--- src/logic/audio_pin_pkg.sv ---
// Constants shared by the serial audio pin and clock select block
package audio_pin_pkg;
	localparam int WORD_W = 16;
	localparam int FIFO_DEPTH = 32;
	localparam int DATA_W = 32;
	localparam int ADDR_W = 8;
	localparam int SYS_PERIOD_PS = 25000;

	localparam logic [ADDR_W-1:0] ADDR_CTRL = 8'h00;
	localparam logic [ADDR_W-1:0] ADDR_PINFUNC = 8'h04;
	localparam logic [ADDR_W-1:0] ADDR_GPIO_DIR = 8'h08;
	localparam logic [ADDR_W-1:0] ADDR_GPIO_OUT = 8'h0c;
	localparam logic [ADDR_W-1:0] ADDR_STATUS = 8'h10;
	localparam logic [ADDR_W-1:0] ADDR_TXDATA = 8'h14;
	localparam logic [ADDR_W-1:0] ADDR_RXDATA = 8'h18;
	localparam logic [ADDR_W-1:0] ADDR_DIV = 8'h1c;

	// Control register fields
	localparam int CTL_SYN = 0;
	localparam int CTL_RX_CLOCK_DIRECTION_BIT = 1;
	localparam int CTL_TX_CLOCK_DIRECTION_BIT = 2;
	localparam int CTL_RX_FAST_CLOCK_DIRECTION_BIT = 3;
	localparam int CTL_TX_FAST_CLOCK_DIRECTION_BIT = 4;
	localparam int CTL_RX_FRAME_SYNC_DIRECTION_BIT = 5;
	localparam int CTL_TX_FRAME_SYNC_DIRECTION_BIT = 6;
	localparam int CTL_RX_EXTERNAL_INPUT_SELECT = 7;
	localparam int CTL_TX_EXTERNAL_INPUT_SELECT = 8;
	localparam int CTL_OF0 = 9;
	localparam int CTL_NET = 10;
	localparam int CTL_ONDEM = 11;
	localparam int CTL_TXEN = 12;
	localparam int CTL_RXEN = 13;
	localparam int CTL_DATA_RX = 14;
	localparam int CTRL_W = 15;
	localparam logic [CTRL_W-1:0] CTRL_RST = 15'h0000;

	// Divider register fields, each holding count minus one
	localparam int DIV_BCLK_LSB = 0;
	localparam int DIV_BCLK_W = 8;
	localparam int DIV_FAST_LSB = 8;
	localparam int DIV_FAST_W = 4;
	localparam int DIV_SLOT_LSB = 12;
	localparam int DIV_SLOT_W = 5;
	localparam int DIV_W = 17;
	localparam logic [DIV_W-1:0] DIV_RST = 17'h00301;

	// Pin indices, shared by pin-function, GPIO and output vectors
	localparam int P_DATA = 0;
	localparam int P_RBCLK = 1;
	localparam int P_TBCLK = 2;
	localparam int P_RFAST = 3;
	localparam int P_TFAST = 4;
	localparam int P_RFS = 5;
	localparam int P_TFS = 6;
	localparam int NPIN = 7;
	localparam int GPIO_W = 3;

	// Synchronised input indices
	localparam int IN_XTAL = 0;
	localparam int IN_DATA = 1;
	localparam int IN_RBCLK = 2;
	localparam int IN_TBCLK = 3;
	localparam int IN_RFAST = 4;
	localparam int IN_TFAST = 5;
	localparam int IN_RFS = 6;
	localparam int IN_TFS = 7;
	localparam int IN_W = 8;

	localparam int ST_W = 7;

	typedef enum logic [1:0] {
		TX_IDLE = 2'b00,
		TX_SHIFT = 2'b01,
		TX_GAP = 2'b10
	} tx_state_e;
endpackage

--- src/logic/audio_pin_select.sv ---
// Serial audio pin function and bit clock source selection with transmit FIFO
// How it works
// - On-demand with internal clock, data pin floats a full bit period after last bit
// - Shared data pin is input in receive role, output while transmit shifter sends
// - Data and both bit clock pins act as GPIO when their serial function is off
// - Receive bit clock pin direction follows its bit; clock when async, flag when sync
// - As serial flag the receive bit clock pin still follows the direction bit
// - Output flag drives the control bit, updated on the frame sync
// - Input flag captured on frame sync in normal mode, each slot in network mode
// - Async, fast bit zero: receive clock from pin, or from fast pin with pin driven
// - Async, both bits set: receive clock from system or crystal, both pins outputs
// - Async: receive frame sync and fast pins are outputs when their bits are set
// - Transmit bit clock pin direction follows its bit; clocks both sections when sync, transmitter only when async
// - Async, fast bit zero: transmit clock from pin, or from fast pin, pin driven
// - Async, both bits set: transmit clock from system or crystal, both pins outputs
// - Async: transmit frame sync and fast pins are outputs when their bits are set
// - Transmit frame sync serves both sections when sync, transmitter only when async
`timescale 1ns/1ps

module audio_tx_fifo #(
	parameter int WIDTH = 16,
	parameter int DEPTH = 32
) (
	input wire logic clk_i,
	input wire logic reset_i,
	input wire logic in_valid_i,
	output logic in_ready_o,
	input wire logic [WIDTH-1:0] in_data_i,
	output logic out_valid_o,
	input wire logic out_ready_i,
	output logic [WIDTH-1:0] out_data_o
);
	localparam int AW = $clog2(DEPTH);
	typedef struct packed {
		logic [DEPTH-1:0][WIDTH-1:0] mem;
		logic [AW-1:0] wp;
		logic [AW-1:0] rp;
		logic [AW:0] cnt;
	} fifo_s;
	fifo_s s_r;
	fifo_s s_nxt;
	logic push;
	logic pop;

	assign in_ready_o = s_r.cnt != (AW+1)'(DEPTH);
	assign out_valid_o = s_r.cnt != '0;
	assign out_data_o = s_r.mem[s_r.rp];

	always_comb begin
		s_nxt = s_r;
		push = in_valid_i && in_ready_o;
		pop = out_ready_i && out_valid_o;
		if (push) begin
			s_nxt.mem[s_r.wp] = in_data_i;
			s_nxt.wp = s_r.wp + 1'b1;
		end
		if (pop) begin
			s_nxt.rp = s_r.rp + 1'b1;
		end
		if (push && !pop) begin
			s_nxt.cnt = s_r.cnt + 1'b1;
		end else if (pop && !push) begin
			s_nxt.cnt = s_r.cnt - 1'b1;
		end
	end

	always_ff @(posedge clk_i) begin
		if (reset_i) begin
			s_r <= '0;
		end else begin
			s_r <= s_nxt;
		end
	end
endmodule

module audio_pin_select #(
	parameter int WORD_W = audio_pin_pkg::WORD_W,
	parameter int FIFO_DEPTH = audio_pin_pkg::FIFO_DEPTH
) (
	input wire logic CLK_I,
	input wire logic RESET_I,
	input wire logic [audio_pin_pkg::ADDR_W-1:0] ADDR_I,
	input wire logic [audio_pin_pkg::DATA_W-1:0] WDATA_I,
	input wire logic WR_I,
	input wire logic RD_I,
	output logic [audio_pin_pkg::DATA_W-1:0] RDATA_O,
	output logic TX_SPACE_O,
	input wire logic CRYSTAL_CLOCK_I,
	input wire logic SHARED_TX5_RX0_DATA_PIN_I,
	output logic SHARED_TX5_RX0_DATA_PIN_O,
	output logic SHARED_TX5_RX0_DATA_PIN_OE_N_O,
	input wire logic RX_BIT_CLOCK_PIN_I,
	output logic RX_BIT_CLOCK_PIN_O,
	output logic RX_BIT_CLOCK_PIN_OE_N_O,
	input wire logic TX_BIT_CLOCK_PIN_I,
	output logic TX_BIT_CLOCK_PIN_O,
	output logic TX_BIT_CLOCK_PIN_OE_N_O,
	input wire logic RX_FAST_CLOCK_PIN_I,
	output logic RX_FAST_CLOCK_PIN_O,
	output logic RX_FAST_CLOCK_PIN_OE_N_O,
	input wire logic TX_FAST_CLOCK_PIN_I,
	output logic TX_FAST_CLOCK_PIN_O,
	output logic TX_FAST_CLOCK_PIN_OE_N_O,
	input wire logic RX_FRAME_SYNC_PIN_I,
	output logic RX_FRAME_SYNC_PIN_O,
	output logic RX_FRAME_SYNC_PIN_OE_N_O,
	input wire logic TX_FRAME_SYNC_PIN_I,
	output logic TX_FRAME_SYNC_PIN_O,
	output logic TX_FRAME_SYNC_PIN_OE_N_O
);
	localparam int BIT_W = $clog2(WORD_W);
	localparam logic [BIT_W-1:0] LAST_BIT = BIT_W'(WORD_W-1);

	typedef struct packed {
		logic [audio_pin_pkg::CTRL_W-1:0] ctrl;
		logic [audio_pin_pkg::GPIO_W-1:0] pinfunc;
		logic [audio_pin_pkg::GPIO_W-1:0] gdir;
		logic [audio_pin_pkg::GPIO_W-1:0] gout;
		logic [audio_pin_pkg::DIV_W-1:0] div;
		logic [audio_pin_pkg::DATA_W-1:0] rdata;
		logic tx_space;
		logic [audio_pin_pkg::IN_W-1:0] s1;
		logic [audio_pin_pkg::IN_W-1:0] s2;
		logic [audio_pin_pkg::IN_W-1:0] s3;
		logic [1:0][audio_pin_pkg::DIV_FAST_W-1:0] hf_cnt;
		logic [1:0] hf_out;
		logic [1:0][audio_pin_pkg::DIV_BCLK_W-1:0] bc_cnt;
		logic [1:0] bc_out;
		logic [1:0][BIT_W-1:0] bit_cnt;
		logic [1:0][audio_pin_pkg::DIV_SLOT_W-1:0] slot_cnt;
		logic [1:0] fs_out;
		audio_pin_pkg::tx_state_e tx_state;
		logic [WORD_W-1:0] tx_sh;
		logic [BIT_W-1:0] tx_bits;
		logic rx_run;
		logic [WORD_W-1:0] rx_sh;
		logic [WORD_W-1:0] rx_word;
		logic rx_valid;
		logic if0;
		logic flag_out;
		logic [audio_pin_pkg::NPIN-1:0] pin_o;
		logic [audio_pin_pkg::NPIN-1:0] pin_oe_n;
	} top_s;

	top_s s_r;
	top_s s_nxt;
	logic [audio_pin_pkg::IN_W-1:0] pin_in;
	logic [audio_pin_pkg::IN_W-1:0] in_rise;
	logic [audio_pin_pkg::IN_W-1:0] in_fall;
	logic [1:0] rise;
	logic [1:0] fall;
	logic [1:0] slot_evt;
	logic [1:0] frame_evt;
	logic tx_pop;
	logic fifo_push;
	logic fifo_ready;
	logic fifo_valid;
	logic [WORD_W-1:0] fifo_data;

	assign pin_in = {TX_FRAME_SYNC_PIN_I, RX_FRAME_SYNC_PIN_I, TX_FAST_CLOCK_PIN_I, RX_FAST_CLOCK_PIN_I,
		TX_BIT_CLOCK_PIN_I, RX_BIT_CLOCK_PIN_I, SHARED_TX5_RX0_DATA_PIN_I, CRYSTAL_CLOCK_I};
	assign fifo_push = WR_I && (ADDR_I == audio_pin_pkg::ADDR_TXDATA);

	audio_tx_fifo #(.WIDTH(WORD_W), .DEPTH(FIFO_DEPTH)) tx_fifo (
		.clk_i(CLK_I),
		.reset_i(RESET_I),
		.in_valid_i(fifo_push),
		.in_ready_o(fifo_ready),
		.in_data_i(WDATA_I[WORD_W-1:0]),
		.out_valid_o(fifo_valid),
		.out_ready_i(tx_pop),
		.out_data_o(fifo_data)
	);

	always_comb begin
		logic ckd;
		logic hckd;
		logic fsd;
		logic ei;
		logic fast_tick;
		logic bit_tick;
		logic fs_in;
		logic last_slot;
		logic syn;
		logic ondem;
		logic start_ok;
		logic r;
		ckd = 1'b0;
		hckd = 1'b0;
		fsd = 1'b0;
		ei = 1'b0;
		fast_tick = 1'b0;
		bit_tick = 1'b0;
		fs_in = 1'b0;
		last_slot = 1'b0;
		start_ok = 1'b0;
		s_nxt = s_r;
		rise = '0;
		fall = '0;
		slot_evt = '0;
		frame_evt = '0;
		tx_pop = 1'b0;
		syn = s_r.ctrl[audio_pin_pkg::CTL_SYN];
		ondem = s_r.ctrl[audio_pin_pkg::CTL_ONDEM];
		r = !syn;
		// Two-stage synchroniser, third stage only for edge detection
		s_nxt.s1 = pin_in;
		s_nxt.s2 = s_r.s1;
		s_nxt.s3 = s_r.s2;
		in_rise = s_r.s2 & ~s_r.s3;
		in_fall = ~s_r.s2 & s_r.s3;

		// Clock and frame generation, index 0 transmit, 1 receive
		for (int k = 0; k < 2; k++) begin
			ckd = s_r.ctrl[k == 0 ? audio_pin_pkg::CTL_TX_CLOCK_DIRECTION_BIT : audio_pin_pkg::CTL_RX_CLOCK_DIRECTION_BIT];
			hckd = s_r.ctrl[k == 0 ? audio_pin_pkg::CTL_TX_FAST_CLOCK_DIRECTION_BIT : audio_pin_pkg::CTL_RX_FAST_CLOCK_DIRECTION_BIT];
			fsd = s_r.ctrl[k == 0 ? audio_pin_pkg::CTL_TX_FRAME_SYNC_DIRECTION_BIT : audio_pin_pkg::CTL_RX_FRAME_SYNC_DIRECTION_BIT];
			ei = s_r.ctrl[k == 0 ? audio_pin_pkg::CTL_TX_EXTERNAL_INPUT_SELECT : audio_pin_pkg::CTL_RX_EXTERNAL_INPUT_SELECT];
			fast_tick = ei ? in_rise[audio_pin_pkg::IN_XTAL] : 1'b1;
			if (hckd && fast_tick) begin
				if (s_r.hf_cnt[k] == s_r.div[audio_pin_pkg::DIV_FAST_LSB +: audio_pin_pkg::DIV_FAST_W]) begin
					s_nxt.hf_cnt[k] = '0;
					s_nxt.hf_out[k] = !s_r.hf_out[k];
				end else begin
					s_nxt.hf_cnt[k] = s_r.hf_cnt[k] + 1'b1;
				end
			end
			bit_tick = hckd ? fast_tick : in_rise[k == 0 ? audio_pin_pkg::IN_TFAST : audio_pin_pkg::IN_RFAST];
			if (ckd) begin
				if (bit_tick) begin
					if (s_r.bc_cnt[k] == s_r.div[audio_pin_pkg::DIV_BCLK_LSB +: audio_pin_pkg::DIV_BCLK_W]) begin
						s_nxt.bc_cnt[k] = '0;
						s_nxt.bc_out[k] = !s_r.bc_out[k];
						rise[k] = !s_r.bc_out[k];
						fall[k] = s_r.bc_out[k];
					end else begin
						s_nxt.bc_cnt[k] = s_r.bc_cnt[k] + 1'b1;
					end
				end
			end else begin
				// Bit clock taken from its own pin
				s_nxt.bc_cnt[k] = '0;
				s_nxt.bc_out[k] = 1'b0;
				rise[k] = in_rise[k == 0 ? audio_pin_pkg::IN_TBCLK : audio_pin_pkg::IN_RBCLK];
				fall[k] = in_fall[k == 0 ? audio_pin_pkg::IN_TBCLK : audio_pin_pkg::IN_RBCLK];
			end
			fs_in = s_r.s2[k == 0 ? audio_pin_pkg::IN_TFS : audio_pin_pkg::IN_RFS];
			last_slot = !s_r.ctrl[audio_pin_pkg::CTL_NET] ||
				(s_r.slot_cnt[k] == s_r.div[audio_pin_pkg::DIV_SLOT_LSB +: audio_pin_pkg::DIV_SLOT_W]);
			if (rise[k]) begin
				if (!fsd && fs_in) begin
					s_nxt.bit_cnt[k] = '0;
					s_nxt.slot_cnt[k] = '0;
					slot_evt[k] = 1'b1;
					frame_evt[k] = 1'b1;
				end else if (s_r.bit_cnt[k] == LAST_BIT) begin
					s_nxt.bit_cnt[k] = '0;
					s_nxt.slot_cnt[k] = last_slot ? '0 : s_r.slot_cnt[k] + 1'b1;
					slot_evt[k] = 1'b1;
					frame_evt[k] = fsd && last_slot;
				end else begin
					s_nxt.bit_cnt[k] = s_r.bit_cnt[k] + 1'b1;
				end
				s_nxt.fs_out[k] = fsd && frame_evt[k];
			end
		end

		// Register port
		s_nxt.rdata = '0;
		s_nxt.tx_space = fifo_ready;
		if (WR_I) begin
			unique case (ADDR_I)
				audio_pin_pkg::ADDR_CTRL: s_nxt.ctrl = WDATA_I[audio_pin_pkg::CTRL_W-1:0];
				audio_pin_pkg::ADDR_PINFUNC: s_nxt.pinfunc = WDATA_I[audio_pin_pkg::GPIO_W-1:0];
				audio_pin_pkg::ADDR_GPIO_DIR: s_nxt.gdir = WDATA_I[audio_pin_pkg::GPIO_W-1:0];
				audio_pin_pkg::ADDR_GPIO_OUT: s_nxt.gout = WDATA_I[audio_pin_pkg::GPIO_W-1:0];
				audio_pin_pkg::ADDR_DIV: s_nxt.div = WDATA_I[audio_pin_pkg::DIV_W-1:0];
				default: ;
			endcase
		end
		if (RD_I) begin
			unique case (ADDR_I)
				audio_pin_pkg::ADDR_CTRL: s_nxt.rdata = audio_pin_pkg::DATA_W'(s_r.ctrl);
				audio_pin_pkg::ADDR_PINFUNC: s_nxt.rdata = audio_pin_pkg::DATA_W'(s_r.pinfunc);
				audio_pin_pkg::ADDR_GPIO_DIR: s_nxt.rdata = audio_pin_pkg::DATA_W'(s_r.gdir);
				audio_pin_pkg::ADDR_GPIO_OUT: s_nxt.rdata = audio_pin_pkg::DATA_W'(s_r.gout);
				audio_pin_pkg::ADDR_DIV: s_nxt.rdata = audio_pin_pkg::DATA_W'(s_r.div);
				audio_pin_pkg::ADDR_STATUS: s_nxt.rdata = audio_pin_pkg::DATA_W'({s_r.s2[audio_pin_pkg::IN_TBCLK],
					s_r.s2[audio_pin_pkg::IN_RBCLK], s_r.s2[audio_pin_pkg::IN_DATA],
					!fifo_valid, !fifo_ready, s_r.rx_valid, s_r.if0});
				audio_pin_pkg::ADDR_RXDATA: begin
					s_nxt.rdata = audio_pin_pkg::DATA_W'(s_r.rx_word);
					s_nxt.rx_valid = 1'b0;
				end
				default: ;
			endcase
		end

		// Transmit shifter on the shared data pin
		start_ok = s_r.ctrl[audio_pin_pkg::CTL_TXEN] && (ondem ? fifo_valid : slot_evt[0]);
		if (rise[0]) begin
			unique case (s_r.tx_state)
				audio_pin_pkg::TX_IDLE: begin
					if (start_ok) begin
						s_nxt.tx_state = audio_pin_pkg::TX_SHIFT;
					end
				end
				audio_pin_pkg::TX_SHIFT: begin
					if (s_r.tx_bits != '0) begin
						s_nxt.tx_sh = s_r.tx_sh << 1;
						s_nxt.tx_bits = s_r.tx_bits - 1'b1;
					end else if (!start_ok) begin
						s_nxt.tx_state = (ondem && s_r.ctrl[audio_pin_pkg::CTL_TX_CLOCK_DIRECTION_BIT]) ?
							audio_pin_pkg::TX_GAP : audio_pin_pkg::TX_IDLE;
					end
				end
				audio_pin_pkg::TX_GAP: s_nxt.tx_state = audio_pin_pkg::TX_IDLE;
			endcase
			if (start_ok && (s_r.tx_state == audio_pin_pkg::TX_IDLE ||
				(s_r.tx_state == audio_pin_pkg::TX_SHIFT && s_r.tx_bits == '0))) begin
				tx_pop = fifo_valid;
				s_nxt.tx_sh = fifo_valid ? fifo_data : '0;
				s_nxt.tx_bits = LAST_BIT;
			end
		end

		// Receive shifter, on transmit timing in synchronous mode
		if (!s_r.ctrl[audio_pin_pkg::CTL_RXEN] || !s_r.ctrl[audio_pin_pkg::CTL_DATA_RX]) begin
			s_nxt.rx_run = 1'b0;
		end else if (slot_evt[r]) begin
			s_nxt.rx_run = 1'b1;
		end
		if (fall[r] && s_r.rx_run) begin
			s_nxt.rx_sh = {s_r.rx_sh[WORD_W-2:0], s_r.s2[audio_pin_pkg::IN_DATA]};
			if (s_r.bit_cnt[r] == LAST_BIT) begin
				s_nxt.rx_word = {s_r.rx_sh[WORD_W-2:0], s_r.s2[audio_pin_pkg::IN_DATA]};
				s_nxt.rx_valid = 1'b1;
			end
		end

		// Serial flag 0 on the receive bit clock pin
		if (syn && frame_evt[0]) begin
			s_nxt.flag_out = s_r.ctrl[audio_pin_pkg::CTL_OF0];
		end
		if (syn && !s_r.ctrl[audio_pin_pkg::CTL_RX_CLOCK_DIRECTION_BIT] && s_r.pinfunc[audio_pin_pkg::P_RBCLK] &&
			(s_r.ctrl[audio_pin_pkg::CTL_NET] ? slot_evt[0] : frame_evt[0])) begin
			s_nxt.if0 = s_r.s2[audio_pin_pkg::IN_RBCLK];
		end

		// Pin drivers, computed from next state so outputs leave flops
		s_nxt.pin_o = '0;
		s_nxt.pin_oe_n = '1;
		for (int p = 0; p < audio_pin_pkg::GPIO_W; p++) begin
			if (!s_nxt.pinfunc[p] && s_nxt.gdir[p]) begin
				s_nxt.pin_o[p] = s_nxt.gout[p];
				s_nxt.pin_oe_n[p] = 1'b0;
			end
		end
		if (s_nxt.pinfunc[audio_pin_pkg::P_DATA] && !s_nxt.ctrl[audio_pin_pkg::CTL_DATA_RX] &&
			s_nxt.ctrl[audio_pin_pkg::CTL_TXEN] &&
			(!s_nxt.ctrl[audio_pin_pkg::CTL_ONDEM] || s_nxt.tx_state == audio_pin_pkg::TX_SHIFT)) begin
			s_nxt.pin_o[audio_pin_pkg::P_DATA] = s_nxt.tx_sh[WORD_W-1];
			s_nxt.pin_oe_n[audio_pin_pkg::P_DATA] = 1'b0;
		end
		if (s_nxt.pinfunc[audio_pin_pkg::P_RBCLK] && s_nxt.ctrl[audio_pin_pkg::CTL_RX_CLOCK_DIRECTION_BIT]) begin
			s_nxt.pin_o[audio_pin_pkg::P_RBCLK] = s_nxt.ctrl[audio_pin_pkg::CTL_SYN] ?
				s_nxt.flag_out : s_nxt.bc_out[1];
			s_nxt.pin_oe_n[audio_pin_pkg::P_RBCLK] = 1'b0;
		end
		if (s_nxt.pinfunc[audio_pin_pkg::P_TBCLK] && s_nxt.ctrl[audio_pin_pkg::CTL_TX_CLOCK_DIRECTION_BIT]) begin
			s_nxt.pin_o[audio_pin_pkg::P_TBCLK] = s_nxt.bc_out[0];
			s_nxt.pin_oe_n[audio_pin_pkg::P_TBCLK] = 1'b0;
		end
		if (!s_nxt.ctrl[audio_pin_pkg::CTL_SYN] && s_nxt.ctrl[audio_pin_pkg::CTL_RX_FAST_CLOCK_DIRECTION_BIT]) begin
			s_nxt.pin_o[audio_pin_pkg::P_RFAST] = s_nxt.hf_out[1];
			s_nxt.pin_oe_n[audio_pin_pkg::P_RFAST] = 1'b0;
		end
		if (s_nxt.ctrl[audio_pin_pkg::CTL_TX_FAST_CLOCK_DIRECTION_BIT]) begin
			s_nxt.pin_o[audio_pin_pkg::P_TFAST] = s_nxt.hf_out[0];
			s_nxt.pin_oe_n[audio_pin_pkg::P_TFAST] = 1'b0;
		end
		if (!s_nxt.ctrl[audio_pin_pkg::CTL_SYN] && s_nxt.ctrl[audio_pin_pkg::CTL_RX_FRAME_SYNC_DIRECTION_BIT]) begin
			s_nxt.pin_o[audio_pin_pkg::P_RFS] = s_nxt.fs_out[1];
			s_nxt.pin_oe_n[audio_pin_pkg::P_RFS] = 1'b0;
		end
		if (s_nxt.ctrl[audio_pin_pkg::CTL_TX_FRAME_SYNC_DIRECTION_BIT]) begin
			s_nxt.pin_o[audio_pin_pkg::P_TFS] = s_nxt.fs_out[0];
			s_nxt.pin_oe_n[audio_pin_pkg::P_TFS] = 1'b0;
		end
	end

	always_ff @(posedge CLK_I) begin
		if (RESET_I) begin
			s_r <= '0;
			s_r.ctrl <= audio_pin_pkg::CTRL_RST;
			s_r.div <= audio_pin_pkg::DIV_RST;
			s_r.pin_oe_n <= '1;
			// Synchroniser keeps tracking the pins so no false edge follows reset
			s_r.s1 <= s_nxt.s1;
			s_r.s2 <= s_nxt.s2;
			s_r.s3 <= s_nxt.s3;
		end else begin
			s_r <= s_nxt;
		end
	end

	assign RDATA_O = s_r.rdata;
	assign TX_SPACE_O = s_r.tx_space;
	assign SHARED_TX5_RX0_DATA_PIN_O = s_r.pin_o[audio_pin_pkg::P_DATA];
	assign SHARED_TX5_RX0_DATA_PIN_OE_N_O = s_r.pin_oe_n[audio_pin_pkg::P_DATA];
	assign RX_BIT_CLOCK_PIN_O = s_r.pin_o[audio_pin_pkg::P_RBCLK];
	assign RX_BIT_CLOCK_PIN_OE_N_O = s_r.pin_oe_n[audio_pin_pkg::P_RBCLK];
	assign TX_BIT_CLOCK_PIN_O = s_r.pin_o[audio_pin_pkg::P_TBCLK];
	assign TX_BIT_CLOCK_PIN_OE_N_O = s_r.pin_oe_n[audio_pin_pkg::P_TBCLK];
	assign RX_FAST_CLOCK_PIN_O = s_r.pin_o[audio_pin_pkg::P_RFAST];
	assign RX_FAST_CLOCK_PIN_OE_N_O = s_r.pin_oe_n[audio_pin_pkg::P_RFAST];
	assign TX_FAST_CLOCK_PIN_O = s_r.pin_o[audio_pin_pkg::P_TFAST];
	assign TX_FAST_CLOCK_PIN_OE_N_O = s_r.pin_oe_n[audio_pin_pkg::P_TFAST];
	assign RX_FRAME_SYNC_PIN_O = s_r.pin_o[audio_pin_pkg::P_RFS];
	assign RX_FRAME_SYNC_PIN_OE_N_O = s_r.pin_oe_n[audio_pin_pkg::P_RFS];
	assign TX_FRAME_SYNC_PIN_O = s_r.pin_o[audio_pin_pkg::P_TFS];
	assign TX_FRAME_SYNC_PIN_OE_N_O = s_r.pin_oe_n[audio_pin_pkg::P_TFS];
endmodule

--- config.mk ---
export PLATFORM = sky130hd
export DESIGN_NAME = audio_pin_select
export DESIGN_NICKNAME = d
export VERILOG_FILES = /design/src/logic/audio_pin_pkg.sv /design/src/logic/audio_pin_select.sv
export SDC_FILE = /design/constraint.sdc
export NUM_CORES = 2
export LEC_CHECK = 0
export ABC_AREA = 1
export ABC_CLOCK_PERIOD_IN_PS = 10300
export BUFFER_PORTS_ARGS = -buffer_cell sky130_fd_sc_hd__buf_4
export CORE_UTILIZATION = 44
export CTS_BUF_LIST = sky130_fd_sc_hd__clkbuf_8
export DETAILED_ROUTE_END_ITERATION = 12
export PLACE_DENSITY = 0.62
export SLEW_MARGIN = 10
export SYNTH_ARGS = -nofsm -noshare
export SYNTH_HDL_FRONTEND = slang
export SYNTH_HIERARCHICAL = 1
export SYNTH_SLANG_ARGS = --single-unit
--- constraint.sdc ---
create_clock -name CLK_I -period 10.3 [get_ports CLK_I]
set_input_delay 2.06 -clock CLK_I [delete_from_list [all_inputs] [get_ports CLK_I]]
set_output_delay 2.06 -clock CLK_I [all_outputs]
set_load 0.01 [all_outputs]
Word level (Yosys, flattened, before mapping)
Index checks and enable logic that the tools add are counted.

storage, ports and cells
  register bits = 743
  word-level logic and storage cells = 315

operators by class
  $add $sub $neg = 13
  order comparisons = 4
  eq/ne operators = 20
  muxes and demuxes = 111
  bitwise logic cells = 11
  reductions and logical operators = 83

operators with widths
  operator                                                         number
  512-bit bitwise mux                                              1
  17-bit case mux with 7 select lines                              1
  16-bit binary-select mux with 5-bit select                       1
  16-bit demux with 5-bit select                                   1
  1-bit 2-to-1 mux                                                 71
  20-bit 2-to-1 mux                                                3
  16-bit 2-to-1 mux                                                3
  41-bit 2-to-1 mux                                                1
  1-bit logical AND                                                33
  8-bit by 5-bit == test with 1-bit output, second input constant  4
  4-bit 2-to-1 mux                                                 8
  5-bit 2-to-1 mux                                                 6
  22-bit 2-to-1 mux                                                1
  1-bit zero test                                                  21
  5-bit by 1-bit adder with 5-bit output, second input constant    4
  17-bit 2-to-1 mux                                                1
  4-bit by 1-bit adder with 4-bit output, second input constant    4
  8-bit by 1-bit adder with 8-bit output, second input constant    2
  8-bit by 4-bit == test with 1-bit output, second input constant  2
  8-bit == test                                                    2
  8-bit 2-to-1 mux                                                 2
  2-bit OR reduction                                               8
  15-bit 2-to-1 mux                                                1
  4-bit == test, second input constant                             3
  other kinds (30)                                                 58

Logic depth before layout (Yosys ltp)
  depth after elaboration = 17
  mapped depth = 26
  depth with buffers taken out = 25

Cells and area by module
The synthesis kept the hierarchy.

by module, submodules not included
  module            instances  cells each  area an instance (µm²)
  audio_tx_fifo     1          4,626       27,740.4
  audio_pin_select  1          1,110       8,612.0

Worst setup path after synthesis
OpenSTA, ideal clock, no wires.

  path kind = input -> register
  from = input ADDR_I[1] (netlist name)
  to = register tx_fifo/s_r[3] (netlist name)
  data arrival time = 4,209 ps
  data required time = 10,185 ps
  slack = 5,976 ps
  cell stages on the path = 16
  path buffers = 1
  cell sequence = nor2_1 > inv_1 > nor3_2 > nand2_1 > nor2_1 > nand2_4 > inv_4 > buf_12 > ha_1 > inv_1 > ha_1 > or2_2 > nand2_1 > xnor2_1 > o21ai_0 > inv_1

between the ends
  cells in the longest elaborated chain, start to end = 6
  elaborated cells on any way between the ends = 8

ends and longest elaborated chain
  what                                        line                     source
  start: declaration                          audio_pin_select.sv:82   input wire logic [audio_pin_pkg::ADDR_W-1:0] ADDR_I,
  8-bit by 5-bit == test with 1-bit output *  audio_pin_select.sv:162  assign fifo_push = WR_I && (ADDR_I == audio_pin_pkg::ADDR_TXDATA);
  1-bit logical AND *                         audio_pin_select.sv:162
  via fifo_push                               audio_pin_select.sv:155  logic fifo_push;
  1-bit logical AND *                         audio_pin_select.sv:51   push = in_valid_i && in_ready_o;
  via tx_fifo.push                            audio_pin_select.sv:42   logic push;
  1-bit zero test                             audio_pin_select.sv:62   end else if (pop && !push) begin
  1-bit logical AND                           audio_pin_select.sv:62
  2-bit nonzero test (no source line)         -
  end signal: assignment                      audio_pin_select.sv:71   s_r <= s_nxt;
  end: declaration                            audio_pin_select.sv:40   fifo_s s_r;

Mark *: on every way through the listed nets, which the timed path passes. The rest lies on a longest branch.
A chain may end at the register's enable or synchronous reset.

Worst setup path in the final report
  from = input ADDR_I[1] (netlist name)
  to = register tx_fifo/s_r[4] (netlist name)

between the ends
  cells in the longest elaborated chain, start to end = 6
  elaborated cells on any way between the ends = 8

ends and longest elaborated chain
  what                                        line
  8-bit by 5-bit == test with 1-bit output *  audio_pin_select.sv:162
  1-bit logical AND *                         audio_pin_select.sv:162
  via fifo_push                               audio_pin_select.sv:155
  1-bit logical AND *                         audio_pin_select.sv:51
  1-bit zero test                             audio_pin_select.sv:62
  1-bit logical AND                           audio_pin_select.sv:62
  2-bit nonzero test (no source line)         -

Marks and branches as above.

==> summary.md <==
| Metric | Value |
|---|---|
| Via density | `4.843` |
| Pwr Density | `145.9 nW/um2` |
| Startpoint Class | `primary input` |
| Top Ports | `99` |
| Final #Nets | `5678` |
| Synth top area cells | `dfxtp_1 (40%), nand2_1 (18%), nor2_1 (13%)` |
| DRC errors left | `0` |
| Via count of the first global-routing pass | `29489` |
| Final hold vios | `0` |
| Area fraction of the dominant cell type after synthesis | `40.04%` |
| Crit path DAT | `5.26 ns` |
| Synth top cells by count | `nand2_1 (1770), nor2_1 (1234), dfxtp_1 (727), inv_1 (669), nand3_1 (424)` |
| Initial Util | `44.34%` |
| Int Pwr | `0.004274 W` |
| Clock Tree Root | `clkbuf_8` |
| Iteration-0 DRC Markers | `2779` |
| DR pass1 iterations | `8` |
| Synth cell types | `64` |
| Clock buffer depth | `3` |
| DP Wirelength | `56800 um` |
| H-Tree Depth | `4` |
| Final wirelength | `100500 um` |
| Top-count cell post-synth | `nand2_1` |
| Latest clock arrival within the worst-skew pair | `0.79 ns` |
| Initial antenna violation count | `1` |
| Setup Skew | `0.03430 ns` |
| Gpl congestion | `0.8744` |
| Max_cap viols | `0` |
| YS warnings | `6` |
| Hold Crit Class | `reg2reg` |
| Switching power | `0.001373 W` |
| First-pass GRT wire length | `159500 um` |
| Post-CTS Repair Setup Buffers | `0` |
| Clk sinks | `727` |
| Reg power frac | `50.0%` |
| Die X | `289.4 um` |
| Cell taking the most area after synthesis | `dfxtp_1` |
| Synthesized area per cell | `6.338 um2` |
| Site row count | `105` |
| Post_cts resized | `0` |
| Core Area | `81980 um2` |
| Final Cycle Share | `44.49%` |
| CTS Buf Count | `134` |
| Critical Path RT | `10.97 ns` |
| Max-slew violation count | `0` |
| Share of cells above drive strength 1 | `6.115%` |
| Setup violators final | `0` |
| Tot Pwr | `0.005647 W` |
| RSZ-0062 raised after global routing | `no` |
| Net Sw Frac | `24.31%` |
| Hold buffers post-CTS | `0` |
| Die span in y | `289.4 um` |
| Die ar. | `83770 um2` |
| Clk slew on worst S/H paths | `0.05 ns` |
| Combinational Power Share | `2.5%` |
| Final TNS setup | `0 ns` |
| Clock share of power | `47.5%` |
| Grt ovf | `0` |
| Vias | `32770` |
| LEAKAGE | `20.48 nW` |
| CP endpoint kind | `flip-flop` |
| CTS tree | `yes` |
| All-Layer GR Usage | `23.98%` |
| Status | `finished clean` |
| PortBufs | `68` |
| Worst VDD drop | `0.1109 mV` |
| Final min period | `4.582 ns` |
| Largest net degree at the start of global routing | `185` |
| Rel. slew slack | `22.40%` |
| Type of the worst setup path | `in2reg` |
| Critical Path Fanout Max | `34` |
| Reg2Reg Setup Slack | `5.93 ns` |
| Wire per inst | `14.86 um` |
| DRT antenna net count | `0` |
| Post-Synthesis Cells | `5736` |
| Highest clock rate | `218.2 MHz` |
| Post-synthesis register bit count | `727` |
| Area growth from synthesis to layout | `6.484%` |
| Ys async rst share | `0%` |
| Mapped cell area | `36350 um2` |
| Ys flop type | `dfxtp_1` |
| EDFF count, synth | `0` |
| Sequential fraction of the synthesis area | `40.04%` |
| Tightest Pin Transition | `1.164 ns` |
## final cells by class
type,count,area [um2]
antenna,6,15.01
clock buffer,160,2202
clock inverter,68,361.6
fill,8666,43270
inverter,688,2603
multi-input combinational,3959,16920
sequential,727,14560
tap,1070,1339
timing repair buffer,89,705.7
## cell usage in the layout, fill, tap and decap left out, types with 6 or more instances in the layout
master,n
inv_1,720
ha_1,26
nand2_4,31
clkinv_1,6
a211oi_1,7
buf_4,86
dfxtp_1,725
nand4_1,11
nor3_1,23
inv_8,7
nor3b_1,8
diode_2,6
o22ai_1,15
o21ai_0,101
conb_1,15
or2_2,8
nand2_1,1770
xor2_1,24
nand3_1,424
clkbuf_8,160
xnor2_1,11
o211ai_1,17
nor2_1,1234
a21oi_1,167
inv_2,11
## cells by family (layout without fill, tap and decap cells)
logic type                 Yosys count  after routing  synth area share [%]
DFF                                727            727                 40.04
buffers and inverters             1064           1005                 13.56
other                                1             21               0.01032
muxes                                1              1               0.02754
AOI/OAI and AO/OA                  339            339                 5.128
and+or+nand+nor                   3542           3542                 39.45
xor gates and xnor gates            35             35                0.8432
adders and majority gates           27             27                0.9500
## power groups by stage
stage | Combinational, W | Sequential, W | Clock (W)
6_report | 0.000142 | 0.00282 | 0.00268
5_1_grt | 0.000153 | 0.00282 | 0.00288
4_1_cts | 0.000143 | 0.00282 | 0.00275
3_5_place_dp | 0.000143 | 0.00288 | 0
3_3_place_gp | 0.000143 | 0.00288 | 0
2_1_floorplan | 0.0000873 | 0.00288 | 0
## metrics by stage
step           std cells  area (um2)  setup slack [ns]  util [%]  hold slack, ns
3_3_place_gp        6533       36130             4.922     44.07          0.3124
3_5_place_dp        6533       36130             4.900     44.07          0.3121
5_1_grt             6766       38710             5.453     47.22          0.3339
4_1_cts             6761       38690             5.744     47.20          0.3211
2_1_floorplan       5750       36400             5.976         -          0.3096
6_report            6767       38710             5.718     47.22          0.3132
## metal layers
metal,global-route usage [%],vias up,share of wire [%]
met2,38.76,880,45
li1,-,16942,-
met3,4.110,152,6.6
met5,0,-,0
met1,32.04,14796,46
met4,8.566,0,2.7
## worst paths after layout
check	cells past startpoint	start	end
setup / recovery	18	ADDR_I[1]	tx_fifo/s_r[4]$_SDFFE_PP0P_
hold / removal	0	s_nxt[135]$_DFF_P_	s_nxt[127]$_DFF_P_
setup reg to reg	23	s_r[181]$_SDFFE_PP0P_	tx_fifo/s_r[3]$_SDFFE_PP0P_
hold reg to reg	0	s_nxt[135]$_DFF_P_	s_nxt[127]$_DFF_P_
## flip-flops by register name (all words and copies together), names as in the netlist
signal,flops
RX_BIT_CLOCK_PIN_OE_N_O,1
s_r,151
RX_BIT_CLOCK_PIN_O,1
RX_FRAME_SYNC_PIN_OE_N_O,1
RDATA_O,17
RX_FAST_CLOCK_PIN_OE_N_O,1
RX_FRAME_SYNC_PIN_O,1
tx_fifo/s_r,528
TX_BIT_CLOCK_PIN_OE_N_O,1
TX_FRAME_SYNC_PIN_OE_N_O,1
s_nxt,16
TX_FRAME_SYNC_PIN_O,1
RX_FAST_CLOCK_PIN_O,1
SHARED_TX5_RX0_DATA_PIN_O,1
SHARED_TX5_RX0_DATA_PIN_OE_N_O,1
TX_FAST_CLOCK_PIN_O,1
TX_FAST_CLOCK_PIN_OE_N_O,1
TX_BIT_CLOCK_PIN_O,1
TX_SPACE_O,1
## worst max-delay path, stage by stage
cell	delay (ns)
buf_4	0.10
nor2_1	0.18
inv_1	0.09
nor3_2	0.15
nand2_1	0.09
nor2_1	0.34
nand2_4	0.16
inv_4	0.62
ha_1	0.31
inv_1	0.12
fa_1	0.41
nand2_1	0.07
nand2_1	0.05
a21oi_1	0.15
xor2_1	0.17
nand2_1	0.07
nand2_1	0.05
inv_1	0.04
Note: power is estimated with default switching activity, not from simulation.
